File: src/rtl/nv_pkg.sv
// package for the byte-wide nonvolatile data store controller
// assumes one system clock and a synchronous active-low reset
package nv_pkg;

  // ****************************************
  // register map and fields
  // ****************************************
  localparam logic [7:0] CMD_OFFSET      = 8'h40;  // bank 1, indirect only
  localparam logic [7:0] CMD_BANK        = 8'h01;
  localparam logic [7:0] LOC_OFFSET      = 8'h00;  // bank 0, direct
  localparam logic [7:0] BYTE_OFFSET     = 8'h01;  // bank 0, direct
  localparam logic [7:0] DIRECT_BANK     = 8'h00;
  localparam int         FETCH_START_BIT = 0;
  localparam int         FETCH_PERMIT_BIT = 1;
  localparam int         PROG_START_BIT  = 2;
  localparam int         PROG_PERMIT_BIT = 3;
  localparam logic [7:0] BYTE_RESET      = 8'h00;
  localparam logic [7:0] LOC_RESET       = 8'h00;
  localparam logic [3:0] CMD_RESET       = 4'h0;
  localparam int         FETCH_CYCLES    = 2;
  localparam int         PROG_CYCLES     = 16;

  // ****************************************
  // types
  // ****************************************
  typedef enum logic [1:0] {
    st_idle  = 2'b00,
    st_fetch = 2'b01,
    st_prog  = 2'b10
  } nv_state_t;

  typedef struct packed {
    logic       wr;
    logic       rd;
    logic [7:0] bank;
    logic [7:0] addr;
    logic [7:0] wdata;
  } sfr_req_t;

endpackage

File: src/rtl/nv_byte_access_ctrl.sv
// controller for a small byte-wide nonvolatile data array behind three sfrs
// assumes cpu issues single-cycle sfr reads/writes, indirect decode done upstream
//
// Overview of operation
// - location register keeps 6 or 5 address bits
// - command register at 40h in bank 1
// - program permit low blocks starting a program; a program already running still completes
// - program start only acts if permit already set
// - hardware clears program start when done
// - fetch permit low blocks starting a fetch; a fetch already running still completes
// - fetch start only acts if permit set
// - fetch start cleared, byte register then valid
// - byte register holds until next operation
// - program stores byte register at location
// - program timer asynchronous, completion time varies
// - all command bits clear at reset
// - program end raises completion pending flag
// - pending flag cleared when interrupt serviced, unless a program ends in the same cycle
// - command upper four bits read zero
// - byte register eight bits, resets zero
// - location and byte registers in bank 0
// - array is 32 or 64 bytes
`timescale 1ns/1ns
module nv_byte_access_ctrl #(
  parameter int ADDR_BITS  = 6,
  parameter int PROG_TICKS = nv_pkg::PROG_CYCLES
) (
  input  wire logic             clk_sys,
  input  wire logic             nrst,
  input  wire nv_pkg::sfr_req_t req,
  input  wire logic             prog_tick,
  input  wire logic             irq_serviced,
  output logic [7:0]            rdata,
  output logic                  nv_done_pending,
  output logic                  prog_busy
);

  // ****************************************
  // elaboration checks
  // ****************************************
  if (ADDR_BITS != 5 && ADDR_BITS != 6) begin : g_bad_addr
    $error("ADDR_BITS must be 5 or 6");
  end
  if (PROG_TICKS < 1 || PROG_TICKS > 255) begin : g_bad_ticks
    $error("PROG_TICKS out of range");
  end

  localparam int DEPTH = 1 << ADDR_BITS;

  // ****************************************
  // state
  // ****************************************
  typedef struct packed {
    nv_pkg::nv_state_t    st;
    logic [3:0]           cmd;
    logic [ADDR_BITS-1:0] loc;
    logic [7:0]           data;
    logic [7:0]           cnt;
    logic                 pend;
    logic [7:0]           rdata;
    logic                 tick_s1;
    logic                 tick_s2;
    logic                 tick_s3;
  } ctrl_t;

  ctrl_t s;
  ctrl_t next_s;
  logic [7:0] mem [DEPTH];
  logic       mem_we;

  logic sel_cmd;
  logic sel_loc;
  logic sel_byte;
  logic tick_edge;

  // ****************************************
  // decode
  // ****************************************
  assign sel_cmd  = req.bank == nv_pkg::CMD_BANK && req.addr == nv_pkg::CMD_OFFSET;
  assign sel_loc  = req.bank == nv_pkg::DIRECT_BANK && req.addr == nv_pkg::LOC_OFFSET;
  assign sel_byte = req.bank == nv_pkg::DIRECT_BANK && req.addr == nv_pkg::BYTE_OFFSET;
  // program timer runs off its own oscillator, so ticks are synchronised first
  assign tick_edge = s.tick_s2 & ~s.tick_s3;

  always_comb begin
    logic [3:0] w;
    w = req.wdata[3:0];
    next_s = s;
    mem_we = 1'b0;
    next_s.tick_s1 = prog_tick;
    next_s.tick_s2 = s.tick_s1;
    next_s.tick_s3 = s.tick_s2;

    // read path
    if (sel_cmd) begin
      next_s.rdata = {4'h0, s.cmd};
    end else if (sel_loc) begin
      next_s.rdata = 8'(s.loc);
    end else if (sel_byte) begin
      next_s.rdata = s.data;
    end else begin
      next_s.rdata = 8'h00;
    end

    if (irq_serviced) begin
      next_s.pend = 1'b0;
    end

    unique case (s.st)
      nv_pkg::st_idle: begin
        if (req.wr && sel_loc) begin
          next_s.loc = req.wdata[ADDR_BITS-1:0];
        end
        if (req.wr && sel_byte) begin
          next_s.data = req.wdata;
        end
        if (req.wr && sel_cmd) begin
          next_s.cmd[nv_pkg::PROG_PERMIT_BIT]  = w[nv_pkg::PROG_PERMIT_BIT];
          next_s.cmd[nv_pkg::FETCH_PERMIT_BIT] = w[nv_pkg::FETCH_PERMIT_BIT];
          next_s.cmd[nv_pkg::PROG_START_BIT]   = 1'b0;
          next_s.cmd[nv_pkg::FETCH_START_BIT]  = 1'b0;
          // permit must already be set; same-write permit does not count
          if (w[nv_pkg::PROG_START_BIT] && s.cmd[nv_pkg::PROG_PERMIT_BIT]) begin
            next_s.cmd[nv_pkg::PROG_START_BIT] = 1'b1;
            next_s.st  = nv_pkg::st_prog;
            next_s.cnt = 8'(PROG_TICKS);
          end else if (w[nv_pkg::FETCH_START_BIT]
                       && s.cmd[nv_pkg::FETCH_PERMIT_BIT]) begin
            next_s.cmd[nv_pkg::FETCH_START_BIT] = 1'b1;
            next_s.st  = nv_pkg::st_fetch;
            next_s.cnt = 8'(nv_pkg::FETCH_CYCLES);
          end
        end
      end
      nv_pkg::st_fetch: begin
        // location and byte register writes during a cycle are dropped to keep address and data stable; command permit bits still update
        if (req.wr && sel_cmd) begin
          next_s.cmd[nv_pkg::FETCH_PERMIT_BIT] = w[nv_pkg::FETCH_PERMIT_BIT];
          next_s.cmd[nv_pkg::PROG_PERMIT_BIT]  = w[nv_pkg::PROG_PERMIT_BIT];
        end
        if (s.cnt == 8'h01) begin
          next_s.data = mem[s.loc];
          next_s.cmd[nv_pkg::FETCH_START_BIT] = 1'b0;
          next_s.st = nv_pkg::st_idle;
        end else begin
          next_s.cnt = s.cnt - 8'h01;
        end
      end
      nv_pkg::st_prog: begin
        if (req.wr && sel_cmd) begin
          next_s.cmd[nv_pkg::FETCH_PERMIT_BIT] = w[nv_pkg::FETCH_PERMIT_BIT];
          next_s.cmd[nv_pkg::PROG_PERMIT_BIT]  = w[nv_pkg::PROG_PERMIT_BIT];
        end
        if (tick_edge) begin
          if (s.cnt == 8'h01) begin
            mem_we = 1'b1;
            next_s.cmd[nv_pkg::PROG_START_BIT] = 1'b0;
            next_s.pend = 1'b1;
            next_s.st = nv_pkg::st_idle;
          end else begin
            next_s.cnt = s.cnt - 8'h01;
          end
        end
      end
      default: begin
        next_s.st = nv_pkg::st_idle;
      end
    endcase
  end

  // ****************************************
  // registers
  // ****************************************
  always_ff @(posedge clk_sys) begin
    if (!nrst) begin
      s       <= '0;
      s.st    <= nv_pkg::st_idle;
      s.cmd   <= nv_pkg::CMD_RESET;
      s.loc   <= ADDR_BITS'(nv_pkg::LOC_RESET);
      s.data  <= nv_pkg::BYTE_RESET;
    end else begin
      s <= next_s;
    end
  end

  // array contents survive reset, as nonvolatile storage should
  always_ff @(posedge clk_sys) begin
    if (mem_we) begin
      mem[s.loc] <= s.data;
    end
  end

  assign rdata           = s.rdata;
  assign nv_done_pending = s.pend;
  assign prog_busy       = s.cmd[nv_pkg::PROG_START_BIT];

endmodule // nv_byte_access_ctrl

File: config.mk
export PLATFORM = sky130hd
export DESIGN_NAME = nv_byte_access_ctrl
export DESIGN_NICKNAME = d
export VERILOG_FILES = /design/src/rtl/nv_pkg.sv /design/src/rtl/nv_byte_access_ctrl.sv
export SDC_FILE = /design/constraint.sdc
export NUM_CORES = 1
export LEC_CHECK = 0
export ABC_AREA = 1
export CORE_MARGIN = 5
export CORE_UTILIZATION = 35
export DETAILED_ROUTE_END_ITERATION = 12
export DONT_BUFFER_PORTS = 1
export PLACE_DENSITY_LB_ADDON = 0.1
export SLEW_MARGIN = 10
export SYNTH_ARGS = -nofsm -noshare
export SYNTH_HDL_FRONTEND = slang
export SYNTH_SLANG_ARGS = --single-unit
File: constraint.sdc
create_clock -name clk_sys -period 2.1 [get_ports clk_sys]
set_input_delay 0.315 -clock clk_sys [delete_from_list [all_inputs] [get_ports clk_sys]]
set_output_delay 0.315 -clock clk_sys [all_outputs]
set_load 0.05 [all_outputs]
==> flow_metrics.tcl <==
set metrics [dict create \
    antenna_found_initial 1 \
    seq_area_frac_synth 0.703 \
    initial_core_util 0.353 \
    violations "setup timing" \
    die_w_um 267 \
    syn_inst 2077 \
    syn-cell-area_um2 23200 \
    layout_setup_ws_ps -28.4 \
    synth-warning-count 0 \
    ant_nets 0 \
    clock-sinks 558 \
    finalHoldViolations 0 \
    yosys.area.top_type "edfxtp_1" \
    drtPass1Iterations 5 \
    cts_tree "built" \
    finalNetCount 2231 \
    via_per_inst 5.07 \
    m1WireLength_um 31200 \
    wl_met2_um 31900 \
    hp-start "req[6]" \
    slew_viol_final 0 \
    skew_ps 21.5 \
    vias 15800 \
    multi_input_comb_area_um2 6330 \
    drc 0 \
    netlist.area_leader.share 0.663 \
    arrival_ps 2610 \
    setup_viol 3 \
    tightest_slew_ps 793 \
    status "finished, violations left" \
    fin_util 0.425 \
    maxCapViolations 0 \
    postLayoutCellArea_um2 28000 \
    core_um2 65700 \
    ir_drop_mv 0.585 \
    clock_path_buffers 3 \
    yosysUniqueCellTypes 41 \
    rsz0062_at_grt "yes" \
    clk_latency_ps 620 \
    grt_pass1_wl_um 99200 \
    root_buffer "clkbuf_16" \
    fmax_mhz 470 \
    cts_buffers 58 \
    fillers 6207 \
    die_area_um2 71500 \
    crit_type "flip-flop to flip-flop" \
    final_common_cell "nand2_1" \
    layout-drive-gt1-share 0.160 \
    dp_slack_ps -352 \
    overflow 0 \
    clkTransAtPathRegs_ps 60 \
    holdCritPathClass "input port to flip-flop" \
    p_per_area_nw_per_um2 804 \
    grt_use_total 0.184 \
    n_antenna_cell 0 \
    period_needed_ps 2130 \
    drt_iter0_markers 1137 \
    p_leak_nw 10.7 \
    hpwl_um 41000 \
    holdWs_ps 44.8 \
    wl_um 68500 \
    top_layer_used "met4" \
    synth_seq_cells 558 \
    startpoint_type "flip-flop" \
    routabilityCongestion 0.837 \
    fin_tns_setup_ps -50.6 \
    rows 94 \
    port_buffers 0 \
    required_ps 2580 \
    netlist_top_cells_area "edfxtp_1 (66%), nand2_1 (11%), nand3_1 (10%), dfxtp_1 (4.0%), nor2_1 (1.6%)" \
    synthesis.nets 2112 \
    avgSynthCellArea_um2 11.2 \
    chipHeight_um 267 \
    mostFrequentLayoutCells "nand2_1 (682), edfxtp_1 (512), nand3_1 (431), buf_4 (97), nor2_1 (70)" \
    crit_path_end_kind "flip-flop" \
    slew_headroom 0.469 \
    worstPathMaxFanout 17 \
    seq_area_um2 16300 \
    grt_pass1_vias 15500 \
    grt_start_max_net_pins 70 \
    met3WireLength_um 3870 \
    wire_per_inst_um 22.0 \
    pin_count 40 \
    ctsHtreeMaxLevel 2 \
    fin_crit_sh 1.01 \
    area_growth_pct 20.5 \
    dpl-instance-area_um2 25000 \
]
==> worst max-delay path: stages (launching register included) <==
cell,delay [ps]
dfxtp_4,460
clkinv_8,80
buf_12,140
buf_4,130
buf_12,140
nand2_1,60
nand3_1,60
nand3_1,130
nand2_1,60
nand2_1,50
nand3_1,160
nand3_1,240
nand3_1,120
nand2_1,90
a21oi_2,50
==> Yosys cell counts (all sizes together) <==
| master | n |
|---|---|
| o211ai | 6 |
| dfxtp | 46 |
| edfxtp | 512 |
| nor3 | 6 |
| inv | 51 |
| xor2 | 5 |
| a311oi | 1 |
| nand3 | 469 |
| o22ai | 1 |
| clkbuf | 14 |
| nor4 | 3 |
| nand3b | 3 |
| ha | 5 |
| a211oi | 2 |
| xnor2 | 1 |
| a21oi | 29 |
| clkinv | 1 |
| and3 | 1 |
| a31oi | 1 |
| o21ai | 21 |
| nand2 | 689 |
| buf | 108 |
| o2111ai | 1 |
| nor2 | 101 |
==> cells by family (layout without fill, tap and decap cells) <==
| family | after synthesis | in the layout | synth area share |
|---|---|---|---|
| compound gates | 62 | 62 | 0.0152 |
| xor+xnor | 6 | 6 | 0.00227 |
| fa+ha+maj | 5 | 5 | 0.00270 |
| buf+inv | 174 | 341 | 0.0426 |
| flops | 558 | 558 | 0.703 |
| simple gates | 1272 | 1272 | 0.235 |
==> worst paths after layout <==
check | end | slack (ps) | cells after the start
min reg2reg | s[0] | 430 | 2
max | s[27] | -30 | 14
max reg2reg | s[27] | -30 | 14
min | s[26] | 40 | 4
==> where the power goes <==
group	internal (mW)	leakage, nW	switching [mW]
Combinational	0.0222	3.66	0.0357
Clock	6.24	0.938	4.26
Sequential	11.9	6.07	0.000747
Total	18.2	10.7	4.29
==> sequential cells by signal, indices dropped and copies added (netlist names), named ones only <==
signal           cells
mem                512
next_s               2
nv_done_pending      1
prog_busy            1
rdata                8
s                   28
==> what timing repair did <==
item | 4_1_cts | 5_1_grt
gates resized for setup | 53 | 93
hold buffers | 10 | 0
setup buffers | 1 | 13
gates cloned | 0 | 7
hold endpoints to repair | 39 | 0
pin swaps | 3 | 11
endpoints found under the setup margin | 516 | 520
==> layout make-up <==
class | instances | area share
Clock buffer | 71 | 0.0544
Clock inverter | 37 | 0.0149
Tap cell | 864 | 0.0387
Sequential cell | 558 | 0.584
Inverter | 52 | 0.00752
Multi-Input combinational cell | 1345 | 0.226
Timing Repair Buffer | 181 | 0.0746
==> per-stage QoR <==
step | instances | power, mW
2_1_floorplan | 2077 | 12.2
3_3_place_gp | 2969 | 12.2
3_5_place_dp | 2969 | 12.2
4_1_cts | 3088 | 22.8
5_1_grt | 3108 | 23.2
6_report | 3108 | 22.5
==> metal layers <==
metal  up-vias  track usage
li1       7465            -
met1      7792        0.261
met2       424        0.296
met3        88       0.0295
met4         0       0.0507
met5         -            0
Power figures use the tool's default switching activity.
